**config.mk**
```make
export PLATFORM = sky130hd
export DESIGN_NAME = wlt_wakeup_timer
export DESIGN_NICKNAME = d
export VERILOG_FILES = /design/src/inc/wlt_pkg.sv /design/src/inc/wlt_tick_if.sv /design/src/hdl/wlt_tick_divider.sv /design/src/hdl/wlt_wakeup_timer.sv
export VERILOG_INCLUDE_DIRS = /design/src /design/src/inc
export SDC_FILE = /design/constraint.sdc
export NUM_CORES = 1
export LEC_CHECK = 0
export ABC_AREA = 1
export BUFFER_PORTS_ARGS = -buffer_cell sky130_fd_sc_hd__buf_2
export CAP_MARGIN = 10
export CORE_MARGIN = 5
export CORE_UTILIZATION = 45
export DETAILED_ROUTE_END_ITERATION = 10
export GPL_TIMING_DRIVEN = 0
export HOLD_SLACK_MARGIN = 0.1
export SKIP_CTS_REPAIR_TIMING = 1
export SLEW_MARGIN = 40
export SYNTH_ARGS = -nofsm -noshare
export SYNTH_HDL_FRONTEND = slang
export SYNTH_SLANG_ARGS = --single-unit
export TNS_END_PERCENT = 5
```
**constraint.sdc**
```tcl
create_clock -name sys_clk -period 7.78 [get_ports sys_clk]
set_input_delay 2.334 -clock sys_clk [delete_from_list [all_inputs] [get_ports sys_clk]]
set_output_delay 2.334 -clock sys_clk [all_outputs]
set_load 0.02 [all_outputs]
```
**src/inc/wlt_defs.svh**
```systemverilog
// register offsets, field positions, reset values and divider counts of the wake-up timer
`ifndef WLT_DEFS_SVH
`define WLT_DEFS_SVH

`define WLT_ADDR_W 10
`define WLT_OFS_CFG_HI 10'h30C
`define WLT_OFS_CFG_LO 10'h30D
`define WLT_OFS_VAL_HI 10'h30E
`define WLT_OFS_VAL_LO 10'h30F
`define WLT_OFS_FLAG 10'h310
`define WLT_OFS_STATUS 10'h311

`define WLT_RST_BYTE 8'h00
`define WLT_RST_COUNT 16'h0000
`define WLT_RST_COLD 1'b1

`define WLT_CFG_HI_DIV_MSB 2
`define WLT_CFG_HI_DIV_LSB 0
`define WLT_CFG_LO_ARM 0
`define WLT_CFG_LO_BKMEM 3
`define WLT_CFG_LO_SRCSEL 4
`define WLT_CFG_LO_XTAL_EN 5
`define WLT_CFG_LO_RC_EN 6
`define WLT_FLAG_CLEAR 0
`define WLT_FLAG_CAL_EN 1
`define WLT_STAT_LIVE 0
`define WLT_STAT_LATCHED 1
`define WLT_STAT_COLD 2

// last value of the source-tick counter for each divide ratio
`define WLT_TERM_DIV1 16'h0000
`define WLT_TERM_DIV4 16'h0003
`define WLT_TERM_DIV8 16'h0007
`define WLT_TERM_DIV16 16'h000F
`define WLT_TERM_DIV128 16'h007F
`define WLT_TERM_DIV1024 16'h03FF
`define WLT_TERM_DIV8192 16'h1FFF
`define WLT_TERM_DIV65536 16'hFFFF

`endif

```
**src/inc/wlt_pkg.sv**
```systemverilog
// types shared by the wake-up timer modules
package wlt_pkg;
	typedef enum logic [2:0] {
		WLT_DIV_1 = 3'b000,
		WLT_DIV_4 = 3'b001,
		WLT_DIV_8 = 3'b010,
		WLT_DIV_16 = 3'b011,
		WLT_DIV_128 = 3'b100,
		WLT_DIV_1024 = 3'b101,
		WLT_DIV_8192 = 3'b110,
		WLT_DIV_65536 = 3'b111
	} wlt_div_sel_t;
endpackage

```
**src/inc/wlt_tick_if.sv**
```systemverilog
// carrier between the timer core and its tick divider
`timescale 1ns/1ps
`default_nettype none
interface wlt_tick_if;
	import wlt_pkg::*;
	logic srcTick;
	wlt_div_sel_t divSel;
	logic tick;
	modport core (output srcTick, output divSel, input tick);
	modport div (input srcTick, input divSel, output tick);
endinterface
`default_nettype wire

```
**src/hdl/wlt_tick_divider.sv**
```systemverilog
// divides the selected 32.768 kHz source ticks down to the timer tick
`timescale 1ns/1ps
`default_nettype none
`include "wlt_defs.svh"
module wlt_tick_divider
	import wlt_pkg::*;
#(
	parameter int CNT_W = 16
) (
	input wire logic sys_clk,
	input wire logic reset,
	wlt_tick_if.div tif
);
	if (CNT_W != 16) begin : g_bad_width
		$error("wlt_tick_divider: CNT_W must be 16");
	end

	function automatic logic [15:0] termOf(input wlt_div_sel_t sel);
		case (sel)
			WLT_DIV_1: termOf = `WLT_TERM_DIV1;
			WLT_DIV_4: termOf = `WLT_TERM_DIV4;
			WLT_DIV_8: termOf = `WLT_TERM_DIV8;
			WLT_DIV_16: termOf = `WLT_TERM_DIV16;
			WLT_DIV_128: termOf = `WLT_TERM_DIV128;
			WLT_DIV_1024: termOf = `WLT_TERM_DIV1024;
			WLT_DIV_8192: termOf = `WLT_TERM_DIV8192;
			default: termOf = `WLT_TERM_DIV65536;
		endcase
	endfunction

	logic [CNT_W-1:0] divCnt_q;
	logic [CNT_W-1:0] divCnt_d;
	logic tick_q;
	wire [CNT_W-1:0] term = termOf(tif.divSel);
	// >= so that a smaller ratio chosen mid-count cannot strand the counter
	wire atTerm = divCnt_q >= term;

	assign divCnt_d = !tif.srcTick ? divCnt_q : (atTerm ? '0 : divCnt_q + 1'b1);
	assign tif.tick = tick_q;

	always_ff @(posedge sys_clk or posedge reset) begin
		if (reset) begin
			divCnt_q <= `WLT_RST_COUNT;
			tick_q <= 1'b0;
		end else begin
			divCnt_q <= divCnt_d;
			tick_q <= tif.srcTick && atTerm;
		end
	end
endmodule
`default_nettype wire

```
**src/hdl/wlt_wakeup_timer.sv**
```systemverilog
// wake-up timer unit: configuration bytes, reload counter, timeout flags
// How it works
// - the chosen 32.768 kHz source is divided by 1, 4, 8, 16, 128, 1024, 8192 or 65536 for codes 0 to 7.
// - a new reload high byte is staged and takes effect only when the low byte is written.
// - the reload value is 16 bits, upper byte in one write-only register and lower in the next.
// - the counter steps down once per divided tick and a zero reached while armed wakes the chip.
// - low configuration bit 4 picks the RC oscillator when one and the crystal when zero.
// - low configuration bit 6 turns the RC low-frequency oscillator on or off.
// - low configuration bit 5 turns the low-frequency crystal oscillator on or off.
// - low configuration bit 3 drives backupMemPowerKeep, which the sleep wipe clears at the first clock edge in sleep.
// - low configuration bit 0 arms the wake-up; unarmed, a timeout wakes nothing.
// - a one written to flag-clear bit 0 clears the latched timeout and cold-start flags.
// - flag-clear bit 1 enables RC oscillator calibration and resets to zero.
// - entering sleep wipes all configuration registers of this unit.
// - the live timeout bit is high exactly while the counter stands at zero.
// - the latched timeout bit holds each timeout until it is cleared.
//
// Implementation choice: the strobed register port.
`timescale 1ns/1ps
`default_nettype none
`include "wlt_defs.svh"
module wlt_wakeup_timer
	import wlt_pkg::*;
#(
	parameter int ADDR_W = `WLT_ADDR_W,
	parameter int CNT_W = 16
) (
	input wire logic sys_clk,
	input wire logic reset,
	input wire logic [ADDR_W-1:0] regAddr,
	input wire logic [7:0] regWrData,
	input wire logic regWrStrobe,
	input wire logic regRdStrobe,
	output logic [7:0] regRdData,
	input wire logic rcOscTick,
	input wire logic xtalOscTick,
	input wire logic sleepState,
	output logic wakeupPulse,
	output logic rcOscEnable,
	output logic lfCrystalEnable,
	output logic tickSourceSelect,
	output logic backupMemPowerKeep,
	output logic rcOscCalEnable,
	output logic timeoutLiveFlag,
	output logic timeoutLatchedFlag,
	output logic coldStartFlag
);
	if (ADDR_W < 10 || CNT_W != 16) begin : g_bad_params
		$error("wlt_wakeup_timer: ADDR_W must be at least 10 and CNT_W 16");
	end

	function automatic logic hit(input logic [ADDR_W-1:0] a, input logic [9:0] ofs);
		hit = (a == ADDR_W'(ofs));
	endfunction

	wlt_tick_if tif ();

	wlt_tick_divider #(
		.CNT_W(CNT_W)
	) u_divider (
		.sys_clk(sys_clk),
		.reset(reset),
		.tif(tif)
	);

	// configuration state
	logic [7:0] cfgHi_q;
	logic [7:0] cfgLo_q;
	logic [7:0] reloadHiPend_q;
	logic [CNT_W-1:0] reload_q;
	logic [CNT_W-1:0] cnt_q;
	logic [CNT_W-1:0] cnt_d;
	logic calEn_q;
	logic live_q;
	logic latched_q;
	logic cold_q;
	logic wake_q;
	logic [7:0] rdData_q;

	// address decode
	wire wrCfgHi = regWrStrobe && hit(regAddr, `WLT_OFS_CFG_HI);
	wire wrCfgLo = regWrStrobe && hit(regAddr, `WLT_OFS_CFG_LO);
	wire wrValHi = regWrStrobe && hit(regAddr, `WLT_OFS_VAL_HI);
	wire wrValLo = regWrStrobe && hit(regAddr, `WLT_OFS_VAL_LO);
	wire wrFlag = regWrStrobe && hit(regAddr, `WLT_OFS_FLAG);
	wire rdFlag = hit(regAddr, `WLT_OFS_FLAG);
	wire rdStatus = hit(regAddr, `WLT_OFS_STATUS);
	wire flagClr = wrFlag && regWrData[`WLT_FLAG_CLEAR];

	// a disabled oscillator delivers no ticks, whichever one is selected
	wire rcOn = cfgLo_q[`WLT_CFG_LO_RC_EN];
	wire xtalOn = cfgLo_q[`WLT_CFG_LO_XTAL_EN];
	wire useRc = cfgLo_q[`WLT_CFG_LO_SRCSEL];
	wire armed = cfgLo_q[`WLT_CFG_LO_ARM];
	wire srcTick = useRc ? (rcOscTick && rcOn) : (xtalOscTick && xtalOn);

	assign tif.srcTick = srcTick;
	assign tif.divSel = wlt_div_sel_t'(cfgHi_q[`WLT_CFG_HI_DIV_MSB:`WLT_CFG_HI_DIV_LSB]);

	wire divTick = tif.tick;
	wire [CNT_W-1:0] newReload = {reloadHiPend_q, regWrData};
	wire [CNT_W-1:0] cntStep = (cnt_q == '0) ? reload_q : cnt_q - 1'b1;
	wire timeoutEvt = divTick && !wrValLo && !sleepState && (cntStep == '0);

	// a low-byte write restarts the count from the freshly combined value
	assign cnt_d = sleepState ? `WLT_RST_COUNT :
		wrValLo ? newReload :
		divTick ? cntStep : cnt_q;

	wire [7:0] flagRead = {6'h00, calEn_q, 1'b0};
	wire [7:0] statusRead = {5'h00, cold_q, latched_q, live_q};
	wire [7:0] rdMux = !regRdStrobe ? 8'h00 :
		rdFlag ? flagRead :
		rdStatus ? statusRead : 8'h00;

	// configuration registers; sleep wipes them like the rest of modem configuration
	always_ff @(posedge sys_clk or posedge reset) begin
		if (reset) begin
			cfgHi_q <= `WLT_RST_BYTE;
			cfgLo_q <= `WLT_RST_BYTE;
			reloadHiPend_q <= `WLT_RST_BYTE;
			reload_q <= `WLT_RST_COUNT;
			calEn_q <= 1'b0;
		end else if (sleepState) begin
			cfgHi_q <= `WLT_RST_BYTE;
			cfgLo_q <= `WLT_RST_BYTE;
			reloadHiPend_q <= `WLT_RST_BYTE;
			reload_q <= `WLT_RST_COUNT;
			calEn_q <= 1'b0;
		end else begin
			if (wrCfgHi) begin
				cfgHi_q <= regWrData;
			end
			if (wrCfgLo) begin
				cfgLo_q <= regWrData;
			end
			if (wrValHi) begin
				reloadHiPend_q <= regWrData;
			end
			if (wrValLo) begin
				reload_q <= newReload;
			end
			if (wrFlag) begin
				calEn_q <= regWrData[`WLT_FLAG_CAL_EN];
			end
		end
	end

	// counter and flags; a timeout in the clearing cycle keeps its flag
	always_ff @(posedge sys_clk or posedge reset) begin
		if (reset) begin
			cnt_q <= `WLT_RST_COUNT;
			live_q <= 1'b1;
			latched_q <= 1'b0;
			cold_q <= `WLT_RST_COLD;
			wake_q <= 1'b0;
		end else begin
			cnt_q <= cnt_d;
			live_q <= (cnt_d == '0);
			latched_q <= timeoutEvt || (latched_q && !flagClr);
			cold_q <= cold_q && !flagClr;
			wake_q <= timeoutEvt && armed;
		end
	end

	// read data stand for the one cycle after the read strobe
	always_ff @(posedge sys_clk or posedge reset) begin
		if (reset) begin
			rdData_q <= 8'h00;
		end else begin
			rdData_q <= rdMux;
		end
	end

	assign regRdData = rdData_q;
	assign wakeupPulse = wake_q;
	assign rcOscEnable = cfgLo_q[`WLT_CFG_LO_RC_EN];
	assign lfCrystalEnable = cfgLo_q[`WLT_CFG_LO_XTAL_EN];
	assign tickSourceSelect = cfgLo_q[`WLT_CFG_LO_SRCSEL];
	assign backupMemPowerKeep = cfgLo_q[`WLT_CFG_LO_BKMEM];
	assign rcOscCalEnable = calEn_q;
	assign timeoutLiveFlag = live_q;
	assign timeoutLatchedFlag = latched_q;
	assign coldStartFlag = cold_q;
endmodule
`default_nettype wire

```
# Word-level counts from Yosys, hierarchy flattened
# Index checks and enable logic that the tools add are counted.
# totals
register_bits,75
inputBits,25
out_inout_bits,17
elab_cells,76
# op_classes
add_sub_neg,2
magnitude_cmp,1
eq_ne,12
mux,20
reduce_logical,28
# op_table
cell,n
2-to-1 mux 16 bit,7
one-hot mux 16 bit (7 select lines),1
"== test 10 bit, second input constant",6
zero test 16 bit,3
"adder 16 x 1 -> 16 bit, second input constant",1
greater-or-equal comparator 16 bit,1
2-to-1 mux 8 bit,2
"subtractor 16 x 1 -> 16 bit, second input constant",1
logical AND 1 bit,15
2-to-1 mux 3 bit,5
2-to-1 mux 7 bit,2
nonzero test 2 bit,5
"== test 3 bit, second input constant",3
"== test 3 x 2 -> 1 bit, second input constant",2
"== test 3 x 1 -> 1 bit, second input constant",1
zero test 1 bit,3
zero test 3 bit,1
2-to-1 mux 1 bit,3
logical OR 1 bit,1

# Longest topological paths before layout
# depth
ltp_word,7
depth_mapped,14
ltp_nobuf,14

# Cells and area by module
# A second synthesis with hierarchy kept.
# unflattened
hier_cells,623
area_unflattened_um2,4657.0
# modules_own_cells
mod,instances,cells_per_inst,area_per_inst_um2,seq_area_each_um2
wlt_wakeup_timer,1,462,3311.9,1403.8
wlt_tick_divider,1,161,1345.0,425.4

# Worst setup path before layout
# OpenSTA, ideal clock, no wires.
# synth_timing
path_kind,input to register
startpoint,in regAddr[1]
endpoint,"reg live_q, in the netlist timeoutLiveFlag"
setup_ns,0.067
arrival_ns,3.459
t_required_ns,7.713
path_slack_ns,4.254
cell_stages,11
n_path_buf,1
path_cell_list,inv_1 -> nor3_4 -> nand2_2 -> nand2_4 -> buf_6 -> a21oi_1 -> a21oi_1 -> nand2_1 -> nor2_1 -> nand2_1 -> nor2_1
# synth_via
elab_chain_cells,5
# synth_lines
item,line,text
start: declaration,wlt_wakeup_timer.sv:30,"input wire logic [ADDR_W-1:0] regAddr,"
== test 10 bit,wlt_wakeup_timer.sv:53,hit = (a == ADDR_W'(ofs));
logical AND 1 bit,wlt_wakeup_timer.sv:84,"wire wrValLo = regWrStrobe && hit(regAddr, `WLT_OFS_VAL_LO);"
2-to-1 mux 16 bit,wlt_wakeup_timer.sv:107,wrValLo ? newReload :
2-to-1 mux 16 bit,wlt_wakeup_timer.sv:106,assign cnt_d = sleepState ? `WLT_RST_COUNT :
zero test 16 bit,wlt_wakeup_timer.sv:159,live_q <= (cnt_d == '0);
end signal: assignment,wlt_wakeup_timer.sv:159,
end: declaration,wlt_wakeup_timer.sv:74,logic live_q;
# No other way between the ends.
# A chain may end at the register's enable or synchronous reset.

# Worst setup path in the final report
# layout_timing
startpoint,in regAddr[4]
endpoint,"reg live_q, in the netlist timeoutLiveFlag"
# The elaborated chain is that of the path after synthesis.

==> impl_metrics.py <==
metrics = {
    "final_layout": {
        "fillerInstances": 976,
        "syn2layout_area_growth_pct": 13.9,
        "drive_above_1_share_pct": 15.5,
        "diodes": 0,
        "fin_nets": 708,
        "instances_no_fill": 805,
        "final_core_util_pct": 53.0,
    },
    "clock_tree": {
        "cts_max_path_buffers": 2,
        "cts_sinks": 73,
        "clk_latency_ns": 0.35,
        "root_buffer": "clkbuf_8",
        "clkTransAtPathRegs_ns": 0.08,
        "htreeDepth": 3,
        "cts_made_buffers": 9,
        "cts_tree": "yes",
    },
    "logic_synthesis": {
        "synth.distinct_cells": 36,
        "synth_compound_area_share_pct": 10.5,
        "async_flop_share_pct": 100,
        "ys_seq_area_share_pct": 39.8,
        "synth_top_area_share_pct": 38.7,
        "synth_mux_area_share_pct": 0,
        "synth_fa_ha_area_share_pct": 4.58,
        "synth_xor_area_share_pct": 4.19,
        "synth_edf_count": 0,
        "ys_ff_latch": 73,
        "synthTopCellsByCount": "nand2_1, nor2_1, dfrtp_1",
        "synth.cell_area_um2": 4590,
        "synth_area_per_cell_um2": 7.47,
        "syn-instance-count": 615,
        "yosysMostFrequentCell": "nand2_1",
        "synthSimpleGateAreaFrac_pct": 32.0,
        "synth_area_leaders": "dfrtp_1, nand2_1, nor2_1, inv_1, nand3_1",
        "yosysWarnings": 0,
        "synth_top_family_by_area": "simple AND/OR/NAND/NOR gates",
        "yosys.area.top_type": "dfrtp_1",
        "synth_flop_cell": "dfrtp_1",
    },
    "floorplan": {
        "die_w_um": 111,
        "ios": 42,
        "dieHeight_um": 111,
        "core_um2": 9860,
        "rows": 36,
        "initial_core_util_pct": 46.6,
        "dieArea_um2": 12300,
    },
    "timing": {
        "fin_crit_ns": 3.74,
        "rsz0062_at_grt": "false",
        "setup_tns_ns": 0,
        "maxSlewHeadroom_pct": 58.3,
        "finalSetupViolCount": 0,
        "max_freq_mhz": 267,
        "hold_viol": 0,
        "slew_viol_final": 0,
        "fin_worst_skew_ns": 0.00880,
        "fin_crit_sh_pct": 48.1,
        "worst_pin_slew_ns": 0.625,
    },
    "setup_path": {
        "critPathLaunchType": "primary input",
        "crit_type": "primary input to register",
        "worstSetupEndpointType": "register",
        "path_cells": "buf_2 -> nor2_1 -> nand2_1 -> nor2_1 -> nand2_2 -> nand2_4 -> buf_6 -> nand2_1 -> nand2_1 -> nand2_1 -> nor2_1 -> nand3_1 -> nor2_1",
        "reg2regPathDepth": 13,
        "required_ns": 8.05,
        "cpPeakStageDelay_ns": 0.21,
        "crit_slowest_cell": "nor2_1",
        "crit_fanout": 10,
        "arrival_ns": 4.01,
    },
    "global_routing": {
        "grt_pass1_vias": 4004,
        "grt_start_max_net_pins": 58,
        "grt_util_all_layers_pct": 18.9,
        "antenna_found_initial": 0,
        "grt_first_pass_wirelength_um": 19200,
        "grt_overflow": 0,
    },
    "route": {
        "finalWirelength_um": 11100,
        "drc_errors": 0,
        "dr.pass1.iters": 5,
        "ant_nets": 0,
        "drt_iter0_drc": 195,
        "num_vias": 4078,
        "wire_per_inst_um": 13.8,
        "vias_per_cell": 5.07,
    },
    "power_and_ir_drop": {
        "power.total_mw": 1.38,
        "p_leak_nw": 2.74,
        "ir_drop_v": 0.000131,
        "power-per-cell-area_nw_per_um2": 263,
    },
    "worst_hold_path": {
        "min_delay_path_depth": 2,
        "min_path_type": "register to register",
    },
    "run_status": {
        "outcome": "finished, final reports clean",
    },
    "placement": {
        "dp_cells": 789,
        "post-dp-hpwl_um": 8780,
        "portBuffers": 36,
        "place_congestion": 0.897,
    },
    "run": {
        "maxCapViolations": 0,
    },
}
==> report_power, final <==
part	leakage (nW)	switching (mW)	internal, mW
sequential	0.988	0.0317	0.410
clock	0.120	0.140	0.221
combinational	1.63	0.369	0.205
==> cell type report <==
type	instances	area, µm²	area share (%)
plain buffers	19	145	2.77
clock buffers	11	141	2.70
clock inverters	5	103	1.96
inverters	69	264	5.05
multi-input cells	458	2380	45.4
flip-flops and latches	73	1830	35.0
well taps	133	166	3.18
repair buffers	37	208	3.97
==> final timing paths <==
| check | start | to | slack (ns) |
|---|---|---|---|
| worst min register to register | coldStartFlag$_DFF_PP1_ | coldStartFlag$_DFF_PP1_ | 0.47 |
| min in group asynchronous | reset | u_divider.divCnt_q[5]$_DFFE_PP0P_ | 1.90 |
| worst max-delay path | regAddr[4] | timeoutLiveFlag$_DFF_PP1_ | 4.04 |
| worst max register to register | cnt_q[0]$_DFF_PP0_ | timeoutLiveFlag$_DFF_PP1_ | 5.50 |
| worst min-delay path | coldStartFlag$_DFF_PP1_ | coldStartFlag$_DFF_PP1_ | 0.47 |
| max in group asynchronous | reset | coldStartFlag$_DFF_PP1_ | 5.31 |
==> cells by family after synthesis <==
kind of cell | Yosys count
and+or+nand+nor | 326
AOI/OAI and AO/OA | 88
buffers and inverters | 88
DFF | 73
xor gates and xnor gates | 22
adders and majority gates | 17
other | 1
==> through the flow <==
step	hold slack [ns]	setup slack, ns	area, µm²
floorplan	0.444	3.60	4610
global placement	0.467	2.67	4960
detailed placement	0.469	3.75	4990
CTS	0.480	4.11	5230
global route	0.504	3.87	5230
finish	0.473	4.04	5230
==> sequential cells by signal, summed over array words and instances, names as in the netlist, 3 cells and up <==
register	cells
cnt_q	16
reload_q	16
u_divider.divCnt_q	16
reloadHiPend_q	8
cfgLo_q	5
cfgHi_q	3
regRdData	3
==> layer usage <==
metal / GRT usage, % / up-vias / part of all wire (%)
met3: 3.17 / 16 / 5.2
met2: 28.2 / 104 / 42
li1: - / 2063 / -
met1: 28.1 / 1895 / 51
met5: 0 / - / 0
met4: 5.84 / 0 / 1.8
==> placed cells by master, fill, tap and decap left out, types with 10 or more instances in the layout <==
cell type,synthesis,final
nand4_1,10,10
ha_1,16,16
xor2_1,18,18
nand3_1,43,43
nor2_1,78,78
inv_1,68,67
a21oi_1,41,41
dfrtp_1,71,71
buf_2,2,38
o21ai_0,36,36
clkbuf_8,1,11
nand2_1,161,161
==> critical path: cells and delay by family <==
kind | cells | cell delay (ns)
buf+inv | 2 | 0.26
simple gates | 11 | 1.40
Power figures use the tool's default switching activity.
